## config.mk

```make
export PLATFORM = sky130hd
export DESIGN_NAME = bbc_backup_ctrl
export DESIGN_NICKNAME = d
export VERILOG_FILES = /design/src/logic/bbc_backup_ctrl.v
export VERILOG_INCLUDE_DIRS = /design/src /design/src/logic
export SDC_FILE = /design/constraint.sdc
export NUM_CORES = 1
export LEC_CHECK = 0
export BUFFER_PORTS_ARGS = -buffer_cell sky130_fd_sc_hd__buf_2
export CAP_MARGIN = 15
export CORE_UTILIZATION = 35
export DETAILED_ROUTE_END_ITERATION = 7
export PLACE_DENSITY = 0.72
export RECOVER_POWER = 100
export SYNTH_ARGS = -nofsm -noshare
export SYNTH_HDL_FRONTEND = slang
export SYNTH_SLANG_ARGS = --single-unit
```

## constraint.sdc

```tcl
create_clock -name sys_clk_i -period 2.2 [get_ports sys_clk_i]
set_input_delay 0.11 -clock sys_clk_i [delete_from_list [all_inputs] [get_ports sys_clk_i]]
set_output_delay 0.11 -clock sys_clk_i [all_outputs]
set_load 0.005 [all_outputs]
```

## src/logic/bbc_defs.vh

```
/*
 * Register offsets, field positions, reset values and timing counts of the
 * battery backup control block. Assumes inclusion by bare name.
 */
`ifndef BBC_DEFS_VH
`define BBC_DEFS_VH

`define BBC_IDX_CONTROL 2'h0
`define BBC_IDX_STATUS 2'h1
`define BBC_IDX_RETAIN0 2'h2
`define BBC_IDX_RETAIN1 2'h3
`define BBC_ADDR_CONTROL 12'h000
`define BBC_ADDR_STATUS 12'h004
`define BBC_ADDR_RETAIN0 12'h008
`define BBC_ADDR_RETAIN1 12'h00c

`define BBC_CTL_DOMAIN_RESET 0
`define BBC_CTL_ACCESS_GATE 1
`define BBC_CTL_FAIL_DET_EN 2
`define BBC_CTL_OSC_EN 3
`define BBC_CTL_OUT_SEL 4
`define BBC_CTL_HIGH_DRIVE 5

`define BBC_STS_POWERON 0
`define BBC_STS_BROWNOUT 1
`define BBC_STS_OSC_FAIL 2
`define BBC_STS_OSC_READY 3
`define BBC_STS_BAT_ABSENT 7

`define BBC_CONTROL_RESET 8'h00
`define BBC_RETAIN_RESET 8'h00
`define BBC_FAIL_SWINGS 7'h40

`endif

```

## src/logic/bbc_backup_ctrl.v

```verilog
/*
 * Control and status register bank of a battery backed domain, APB slave.
 * Assumes the crystal swing, battery sense and unlock inputs are synchronous
 * to sys_clk_i; the real oscillator and counter sit outside.
 */
// The implementer's own choice: the APB register port.
`timescale 1ns/1ns
`include "bbc_defs.vh"

module bbc_backup_ctrl #(
  parameter FAIL_SWINGS = `BBC_FAIL_SWINGS
) (
  input wire sys_clk_i,
  input wire rst_b_i,
  input wire clk_en_i,
  input wire psel_i,
  input wire penable_i,
  input wire pwrite_i,
  input wire [11:0] paddr_i,
  input wire [31:0] pwdata_i,
  input wire [3:0] pstrb_i,
  output reg [31:0] prdata_o,
  output reg pready_o,
  output reg pslverr_o,
  input wire ccp_unlock_i,
  input wire osc_swing_i,
  input wire osc_stable_i,
  input wire battery_present_i,
  input wire battery_brownout_i,
  input wire on_battery_i,
  input wire battery_inserted_i,
  output reg high_drive_strength_o,
  output reg osc_output_select_o,
  output reg crystal_osc_enable_o,
  output reg osc_failure_detect_enable_o,
  output reg domain_reset_o,
  output reg power_switch_open_o
);

  //////////////////////////////////////////////////////////////////////////
  reg access_gate_enable;
  reg [7:0] retained_byte_0;
  reg [7:0] retained_byte_1;
  reg battery_absent_flag;
  reg osc_ready_flag;
  reg osc_failure_flag;
  reg battery_brownout_flag;
  reg battery_poweron_flag;
  reg swing_prev;
  reg [6:0] idle_count;
  reg startup_done;
  reg [7:0] next_rdata;
  reg next_access_gate_enable;
  reg next_high_drive;
  reg next_output_select;
  reg next_osc_enable;
  reg next_fail_det_enable;
  reg next_ready_flag;
  reg next_failure_flag;
  reg [6:0] next_idle_count;
  reg next_absent_flag;
  reg next_brownout_flag;
  reg next_poweron_flag;
  reg next_switch_open;

  //////////////////////////////////////////////////////////////////////////
  // Exact word match; the byte lanes above the low one are unused
  function addr_hit;
    input [11:0] addr;
    input [11:0] target;
    begin
      addr_hit = (addr == target);
    end
  endfunction

  // Write-one-to-clear request for one status bit
  function w1c_hit;
    input strobe;
    input [7:0] data;
    input integer pos;
    begin
      w1c_hit = strobe & data[pos];
    end
  endfunction

  wire setup = psel_i & ~penable_i;
  // Writes land at the access edge, where the master sees pready high
  wire access = psel_i & penable_i & pready_o;
  wire wr = access & pwrite_i & pstrb_i[0];
  wire rd = setup & ~pwrite_i;
  wire hit_ctl = addr_hit(paddr_i, `BBC_ADDR_CONTROL);
  wire hit_sts = addr_hit(paddr_i, `BBC_ADDR_STATUS);
  wire hit_r0 = addr_hit(paddr_i, `BBC_ADDR_RETAIN0);
  wire hit_r1 = addr_hit(paddr_i, `BBC_ADDR_RETAIN1);
  wire mapped = hit_ctl | hit_sts | hit_r0 | hit_r1;
  wire [7:0] wd = pwdata_i[7:0];
  // Gated writes vanish entirely; ungated flag clears still pass
  wire gated_wr = wr & access_gate_enable;
  wire ctl_wr = wr & hit_ctl;
  wire ctl_gated_wr = gated_wr & hit_ctl;
  wire sts_wr = wr & hit_sts;
  wire sts_gated_wr = gated_wr & hit_sts;
  wire enable_write = ctl_gated_wr &
    (wd[`BBC_CTL_OSC_EN] | wd[`BBC_CTL_FAIL_DET_EN]);
  // Domain reset: unlocked write of one, not combined with enables
  wire dom_rst = ctl_gated_wr & wd[`BBC_CTL_DOMAIN_RESET] &
    ccp_unlock_i & ~enable_write;
  wire swing_edge = osc_swing_i ^ swing_prev;
  wire fail_detect = osc_failure_detect_enable_o & crystal_osc_enable_o &
    (idle_count == FAIL_SWINGS - 7'd1) & ~swing_edge;

  //////////////////////////////////////////////////////////////////////////
  // APB slave, one wait-free access phase
  always @(posedge sys_clk_i or negedge rst_b_i) begin
    if (!rst_b_i) begin
      pready_o <= 1'b0;
      pslverr_o <= 1'b0;
      prdata_o <= 32'h00000000;
    end else if (clk_en_i) begin
      pready_o <= setup;
      pslverr_o <= setup & ~mapped;
      if (rd)
        prdata_o <= {24'h000000, next_rdata};
    end
  end

  // Control image; with the gate shut only the gate bit shows
  function [7:0] pack_control;
    input gate;
    input [3:0] config_bits;
    begin
      pack_control = 8'h00;
      pack_control[`BBC_CTL_ACCESS_GATE] = gate;
      if (gate) begin
        pack_control[`BBC_CTL_HIGH_DRIVE] = config_bits[3];
        pack_control[`BBC_CTL_OUT_SEL] = config_bits[2];
        pack_control[`BBC_CTL_OSC_EN] = config_bits[1];
        pack_control[`BBC_CTL_FAIL_DET_EN] = config_bits[0];
      end
    end
  endfunction

  // Status image; supervision flags stay visible with the gate shut
  function [7:0] pack_status;
    input gate;
    input [4:0] flags;
    begin
      pack_status = 8'h00;
      pack_status[`BBC_STS_BAT_ABSENT] = flags[4];
      pack_status[`BBC_STS_OSC_READY] = flags[3] & gate;
      pack_status[`BBC_STS_OSC_FAIL] = flags[2] & gate;
      pack_status[`BBC_STS_BROWNOUT] = flags[1];
      pack_status[`BBC_STS_POWERON] = flags[0];
    end
  endfunction

  always @* begin
    next_rdata = 8'h00;
    if (hit_ctl) begin
      next_rdata = pack_control(access_gate_enable, {high_drive_strength_o,
        osc_output_select_o, crystal_osc_enable_o, osc_failure_detect_enable_o});
    end else if (hit_sts) begin
      next_rdata = pack_status(access_gate_enable, {battery_absent_flag,
        osc_ready_flag, osc_failure_flag, battery_brownout_flag,
        battery_poweron_flag});
    end else if (hit_r0 && access_gate_enable) begin
      next_rdata = retained_byte_0;
    end else if (hit_r1 && access_gate_enable) begin
      next_rdata = retained_byte_1;
    end
  end

  //////////////////////////////////////////////////////////////////////////
  // Access gate: any control write may open it, only device reset shuts it
  always @* begin
    next_access_gate_enable = access_gate_enable;
    if (ctl_wr && wd[`BBC_CTL_ACCESS_GATE])
      next_access_gate_enable = 1'b1;
  end

  always @(posedge sys_clk_i or negedge rst_b_i) begin
    if (!rst_b_i)
      access_gate_enable <= 1'b0;
    else if (clk_en_i)
      access_gate_enable <= next_access_gate_enable;
  end

  // Domain configuration; the enables are set-only until a domain reset
  always @* begin
    next_high_drive = high_drive_strength_o;
    next_output_select = osc_output_select_o;
    next_osc_enable = crystal_osc_enable_o;
    next_fail_det_enable = osc_failure_detect_enable_o;
    next_ready_flag = osc_ready_flag;
    if (dom_rst) begin
      next_high_drive = 1'b0;
      next_output_select = 1'b0;
      next_osc_enable = 1'b0;
      next_fail_det_enable = 1'b0;
      next_ready_flag = 1'b0;
    end else begin
      if (ctl_gated_wr) begin
        next_high_drive = wd[`BBC_CTL_HIGH_DRIVE];
        // Select frozen while running: a swap would glitch the counter clock
        if (!crystal_osc_enable_o)
          next_output_select = wd[`BBC_CTL_OUT_SEL];
        if (wd[`BBC_CTL_OSC_EN])
          next_osc_enable = 1'b1;
        if (wd[`BBC_CTL_FAIL_DET_EN])
          next_fail_det_enable = 1'b1;
      end
      if (crystal_osc_enable_o && osc_stable_i)
        next_ready_flag = 1'b1;
    end
  end

  always @(posedge sys_clk_i or negedge rst_b_i) begin
    if (!rst_b_i) begin
      high_drive_strength_o <= 1'b0;
      osc_output_select_o <= 1'b0;
      crystal_osc_enable_o <= 1'b0;
      osc_failure_detect_enable_o <= 1'b0;
      osc_ready_flag <= 1'b0;
      domain_reset_o <= 1'b0;
    end else if (clk_en_i) begin
      high_drive_strength_o <= next_high_drive;
      osc_output_select_o <= next_output_select;
      crystal_osc_enable_o <= next_osc_enable;
      osc_failure_detect_enable_o <= next_fail_det_enable;
      osc_ready_flag <= next_ready_flag;
      domain_reset_o <= dom_rst;
    end
  end

  // Missed-swing counter: restarts on every crystal edge
  always @* begin
    next_idle_count = idle_count;
    if (dom_rst || swing_edge || !osc_failure_detect_enable_o)
      next_idle_count = 7'h00;
    else if (idle_count != FAIL_SWINGS - 7'd1)
      next_idle_count = idle_count + 7'd1;
  end

  // A stop seen in the clearing cycle wins, so no failure goes unreported
  always @* begin
    next_failure_flag = osc_failure_flag;
    if (dom_rst)
      next_failure_flag = 1'b0;
    else if (fail_detect)
      next_failure_flag = 1'b1;
    else if (w1c_hit(sts_gated_wr, wd, `BBC_STS_OSC_FAIL))
      next_failure_flag = 1'b0;
  end

  always @(posedge sys_clk_i or negedge rst_b_i) begin
    if (!rst_b_i) begin
      swing_prev <= 1'b0;
      idle_count <= 7'h00;
      osc_failure_flag <= 1'b0;
    end else if (clk_en_i) begin
      swing_prev <= osc_swing_i;
      idle_count <= next_idle_count;
      osc_failure_flag <= next_failure_flag;
    end
  end

  //////////////////////////////////////////////////////////////////////////
  // Supervision flags; hardware set wins over write-one clear
  always @* begin
    next_absent_flag = battery_absent_flag;
    next_brownout_flag = battery_brownout_flag;
    next_poweron_flag = battery_poweron_flag;
    next_switch_open = power_switch_open_o;
    // Battery sense is looked at once, in the first enabled cycle
    if (!startup_done && !battery_present_i)
      next_absent_flag = 1'b1;
    else if (w1c_hit(sts_wr, wd, `BBC_STS_BAT_ABSENT))
      next_absent_flag = 1'b0;
    if (on_battery_i && battery_brownout_i)
      next_brownout_flag = 1'b1;
    else if (w1c_hit(sts_wr, wd, `BBC_STS_BROWNOUT))
      next_brownout_flag = 1'b0;
    // Later insertions leave the flag alone until the next start-up
    if (!startup_done && battery_inserted_i) begin
      next_poweron_flag = 1'b1;
      next_switch_open = 1'b1;
    end else if (w1c_hit(sts_wr, wd, `BBC_STS_POWERON)) begin
      next_poweron_flag = 1'b0;
    end
    // Switch stays open to spare the battery until the oscillator is set up
    if (ctl_gated_wr && wd[`BBC_CTL_OSC_EN])
      next_switch_open = 1'b0;
  end

  always @(posedge sys_clk_i or negedge rst_b_i) begin
    if (!rst_b_i) begin
      startup_done <= 1'b0;
      battery_absent_flag <= 1'b0;
      battery_brownout_flag <= 1'b0;
      battery_poweron_flag <= 1'b0;
      power_switch_open_o <= 1'b0;
    end else if (clk_en_i) begin
      startup_done <= 1'b1;
      battery_absent_flag <= next_absent_flag;
      battery_brownout_flag <= next_brownout_flag;
      battery_poweron_flag <= next_poweron_flag;
      power_switch_open_o <= next_switch_open;
    end
  end

  // Retained bytes: no domain reset, kept across power loss
  always @(posedge sys_clk_i or negedge rst_b_i) begin
    if (!rst_b_i) begin
      retained_byte_0 <= `BBC_RETAIN_RESET;
      retained_byte_1 <= `BBC_RETAIN_RESET;
    end else if (clk_en_i && gated_wr) begin
      if (hit_r0)
        retained_byte_0 <= wd;
      if (hit_r1)
        retained_byte_1 <= wd;
    end
  end

endmodule // bbc_backup_ctrl

```

# Word-level counts from Yosys, hierarchy flattened
# Cells that the tools add are included.
# W data, S select, Z words.
# word_totals
regBits	47
inputBits	61
out_inout_bits	40
word_cells	133
# classes
addsub	1
eq_ne	6
mux	31
bitwise_logic	35
n_reduce_logical	40
# op_table
operator	n
$mux W8	4
$and A1 B1 Y1	25
$eq A12 B4 Y1 const B	2
$mux W1	24
$reduce_and A2 Y1	12
$reduce_bool A2 Y1	9
$mux W7	2
$eq A12 B3 Y1 const B	1
$logic_not A12 Y1	1
$logic_and A1 B1 Y1	9
$reduce_and A3 Y1	3
$add A7 B1 Y7 const B	1
$eq A7 B6 Y1 const B	1
$ne A7 B6 Y1 const B	1
$not A1 Y1	5
$mux W4	1
$or A1 B1 Y1	4
$logic_not A1 Y1	3
$reduce_bool A3 Y1	1
$logic_or A1 B1 Y1	2
$ne A2 B1 Y1 const B	1
$xor A1 B1 Y1	1

# Depth between registers and ports, before layout
# depth
word_depth	13
ltp_mapped	6
mapped_depth_nobuf	5

# Least setup slack after synthesis
# No wires, ideal clock.
# synth_timing
kind	flip-flop to flip-flop
startpoint	register pready_o
endpoint	register retained_byte_0[0]
arrival_ns	1.606
required_time_ns	2.075
setup_slack_ns	0.469
path_stages_with_launch	5
n_path_buf	0
period_less_slack_ns	1.731
path_cell_list	dfrtp_1 -> and4_1 -> nand3_1 -> nor4_4 -> mux2_2
# synth_via
elab_chain_cells	6
# synth_lines
item	line_no	rtl
start: declaration	bbc_backup_ctrl.v:23	output reg pready_o,
start signal: assignment	bbc_backup_ctrl.v:120	pready_o <= setup;
$and A1 B1 Y1	bbc_backup_ctrl.v:88	wire access = psel_i & penable_i & pready_o;
$and A1 B1 Y1 (2 in series)	bbc_backup_ctrl.v:89	wire wr = access & pwrite_i & pstrb_i[0];
$and A1 B1 Y1	bbc_backup_ctrl.v:98	wire gated_wr = wr & access_gate_enable;
$logic_and A1 B1 Y1	bbc_backup_ctrl.v:316	end else if (clk_en_i && gated_wr) begin
$reduce_and A2 Y1 (no source line)	-	
end signal: assignment	bbc_backup_ctrl.v:314	retained_byte_0 <= `BBC_RETAIN_RESET;
end signal: assignment	bbc_backup_ctrl.v:318	retained_byte_0 <= wd;
end: declaration	bbc_backup_ctrl.v:42	reg [7:0] retained_byte_0;
# Every way passes these cells.
# A chain may end at the register's enable or synchronous reset.

# Final worst setup path
# layout_timing
startpoint	input port paddr_i[11]
endpoint	register idle_count[0]
# layout_via
elab_chain_cells	9
elab_cells_between_ends	12
cone_classes	1 x mux; 6 x bitwise; 5 x reduce/logical
# layout_lines
item	line_no	rtl
start: declaration	bbc_backup_ctrl.v:19	input wire [11:0] paddr_i,
$logic_not A12 Y1 (*)	bbc_backup_ctrl.v:72	addr_hit = (addr == target);
$and A1 B1 Y1 (*)	bbc_backup_ctrl.v:100	wire ctl_gated_wr = gated_wr & hit_ctl;
$and A1 B1 Y1 (on tied branches)	bbc_backup_ctrl.v:106, bbc_backup_ctrl.v:103	
$and A1 B1 Y1 or $not A1 Y1 (tied branches)	bbc_backup_ctrl.v:106, bbc_backup_ctrl.v:107	
$and A1 B1 Y1 (*)	bbc_backup_ctrl.v:106	wire dom_rst = ctl_gated_wr & wd[`BBC_CTL_DOMAIN_RESET] &
$logic_or A1 B1 Y1 (*) (2 in series)	bbc_backup_ctrl.v:238	if (dom_rst || swing_edge || !osc_failure_detect_enable_o)
$reduce_bool A2 Y1 (no source line)	-	
$reduce_and A2 Y1 (no source line)	-	
end signal: assignment	bbc_backup_ctrl.v:262	idle_count <= next_idle_count;
end: declaration	bbc_backup_ctrl.v:50	reg [6:0] idle_count;
# Every way passes the cells marked *; elsewhere a longest branch is shown, timed or not.

==> summary.txt <==
Run status
  • Status: completed

GRT
  • First-pass GRT wire length: slightly below 9000 um
  • Vias in the first global route: 1811
  • Initial antenna violation count: 0
  • Remaining Overflow, GRT: 0
  • Pin count of the biggest net entering global routing: 21
  • GRT Overall Usage: 0.154

Critical path
  • Cells on worst reg2reg path: 5
  • Crit-path cells: buf_2 -> nor4_1 -> nand3_4 -> clkbuf_1 -> o31ai_2 -> mux2i_1
  • Reg2reg setup slack: roughly 420 ps
  • Setup crit end kind: register
  • CP bufs+invs: 2
  • Worst endpoint data arrival time: approximately 2100 ps
  • CP Data Required Time: 2420 ps
  • Type of origin of the critical path: primary input
  • Slowest cell on the critical path: nor4_1
  • Critical path class: in2reg
  • Slowest stage delay, CP: approximately 600 ps
  • Largest fanout on the critical path: 11
  • R2R Path End: retained_byte_1[2]$_DFFE_PN0P_
  • Reg2reg start: pready_o$_DFFE_PN0P_
  • Crit-path leading delay family: simple AND/OR/NAND/NOR gates

Synth
  • Count leader, synth: dfrtp_1
  • Ys async rst share: 1.00
  • Yosys cell types: approximately 50
  • Top FF cell, synth: dfrtp_1
  • Gate Count Post-Synth: 236
  • Post-Syn Area: 2540 um^2
  • Top post-synthesis cells by area: dfrtp_1 (46%), mux2_2 (7.5%), buf_4 (7.1%), mux2i_1 (3.2%), o31ai_1 (2.7%)
  • Synth top area share: 0.463
  • Number of synthesized register bits: 47
  • Post-synth EDFFs: 0
  • Synthesis Warnings: 0
  • Top post-synthesis cells by count: dfrtp_1 (47), buf_4 (24), mux2_2 (17), nand2_1 (17), nor2_1 (11)
  • Syn_area_per_cell: 10.8 um^2
  • Sequential element share of the synthesized area: 0.463
  • Post-synth top area cell: dfrtp_1

Hold path
  • Hold Path End: battery_absent_flag$_DFFE_PN0P_
  • Hold Path Cell Cnt: 2
  • Hold Startpoint: battery_present_i
  • Hold Crit Class: in2reg

STA
  • Fin. Hold Viols: 0
  • Final setup fails: 0
  • Clk_skew: between 6 and 7 ps
  • F_max: around 0.54 GHz
  • Min cycle time layout: roughly 1900 ps
  • RSZ-0062 raised after global routing: false
  • Setup TNS: 0 ps
  • Slew HR: 0.429
  • Final Max Slew Viols: 0
  • Final setup margin: around 340 ps
  • Fin crit share: 0.844
  • Slew @ Worst Pin: 857 ps

Route
  • Final ANT Viol Nets: 0
  • Vias per cell: 4.92
  • WL per Instance: 13.9 um
  • DR iter-0 viols: approximately 150
  • # DRC: 0
  • Drt total wl: around 5400 um
  • Vias: between 1500 and 2000
  • First-pass DRT Iterations: 4

Place
  • Port bufs: between 40 and 50
  • Pre-CTS setup slack: 380 ps
  • Placed Area: approximately 2900 um^2
  • Placed cell count: ~380
  • Final RePlAce weighted congestion: between 0.7 and 0.8
  • Post-DP HPWL: about 4300 um

Pwr
  • Power Total: ~1600 uW
  • Worst vdd ir: between 0.3 and 0.4 mV
  • Leakage: around 0.0014 uW
  • Pwr Density: between 500 and 600 nW/um^2

Floorplanning
  • I/O pin count: a little over 100
  • Die width: slightly below 90 um
  • Die H: between 80 and 90 um
  • Starting Density: 0.368
  • Rows: 30
  • Core Area: slightly below 7000 um^2
  • Die area: between 7000 and 8000 um^2

Clocking
  • Worst-skew pair later-pin latency: 300 ps
  • CTS tree: done
  • Clk root buf: clkbuf_8
  • H-tree Lvls: 2
  • Setup Buffers After CTS: 0
  • Clock sinks: 47
  • TritonCTS Buffers: 5
  • Max clock buf depth: 2
  • Reg clk slew, reported paths: around 80 ps

Final layout
  • Design area: 2920 um^2
  • Layout net count: 357
  • Share of cells above drive strength 1: 0.277
  • Area Growth Syn to Fin: 15.0%
  • Non-filler cells, final: ~390
  • Filler Cells Inserted: 698
  • # diodes: 0

Flow run
  • Max-cap check violation count: 0
cell usage in the layout (no fill, tap or decap), types with 3 or more instances in the layout:
cell type | netlist | final
a21oi_1 | 9 | 9
a22o_1 | 3 | 3
a31oi_1 | 3 | 3
and3_1 | 3 | 3
buf_2 | 2 | 38
buf_4 | 24 | 7
clkbuf_1 | 5 | 16
clkbuf_8 | 0 | 7
conb_1 | 1 | 24
dfrtp_1 | 47 | 47
inv_1 | 9 | 9
mux2_2 | 17 | 17
mux2i_1 | 8 | 8
nand2_1 | 17 | 17
nand3_1 | 8 | 8
nand4_1 | 4 | 4
nor2_1 | 11 | 11
nor2b_1 | 3 | 3
nor3_1 | 2 | 3
nor3b_1 | 3 | 3
o21ai_0 | 8 | 8
o31ai_1 | 9 | 9
through the flow:
step                hold WS (ps)  utilization
detailed placement          11.5        0.415
floorplan                   -186            -
global placement            5.27        0.415
CTS                         2.68        0.432
finish                      6.47        0.423
global route                4.30        0.423
state kept, by name (all words and copies together), names as in the netlist, 7 cells and up:
register and count:
idle_count 7, retained_byte_0 8, prdata_o 8, retained_byte_1 8
layout make-up:
cell class | count | area [um^2] | area share
clock buffer | 7 | 96.3 | 0.0330
clock inverter | 1 | 7.51 | 0.00257
inverter | 9 | 33.8 | 0.0116
multi-input combinational | 170 | 1170 | 0.402
sequential | 47 | 1180 | 0.403
tap | 96 | 120 | 0.0411
timing repair buffer | 62 | 313 | 0.107
power by group:
part | internal [uW] | switching [uW]
Sequential | 873 | 6.46
Combinational | 50.0 | 83.9
Clock | 286 | 281
Total | 1210 | 371
routing by layer:
metal  part of all wire  wire [um]  track usage
met2               0.45       2440        0.238
met3              0.039        212       0.0341
met1               0.50       2710        0.217
met5                  0          0            0
met4              0.014         78       0.0477
how the worst max path moves through the flow:
stage | from | endpoint | slack [ps] | cells past startpoint
detailed placement | paddr_i[11] | high_drive_strength_o$_DFFE_PN0P_ | 380 | 6
global route | paddr_i[11] | idle_count[0]$_DFFE_PN0P_ | 180 | 6
finish | paddr_i[11] | idle_count[0]$_DFFE_PN0P_ | 340 | 6
global placement | paddr_i[11] | high_drive_strength_o$_DFFE_PN0P_ | 390 | 6
CTS | pready_o$_DFFE_PN0P_ | retained_byte_0[6]$_DFFE_PN0P_ | 430 | 5
floorplan | pready_o$_DFFE_PN0P_ | retained_byte_0[0]$_DFFE_PN0P_ | 470 | 4
timing repair:
action | CTS | global route
resized for setup | 0 | 0
hold buffers | 1 | 0
hold endpoints to repair | 10 | 0
kinds of logic after synthesis:
group,share of synthesized area
simple gates,0.166
compound gates,0.134
flops,0.463
buf+inv,0.0985
mux,0.129
fa+ha+maj,0.00492
other cells,0.00148
xor+xnor,0.00345
(Power assumes the default switching activity.)
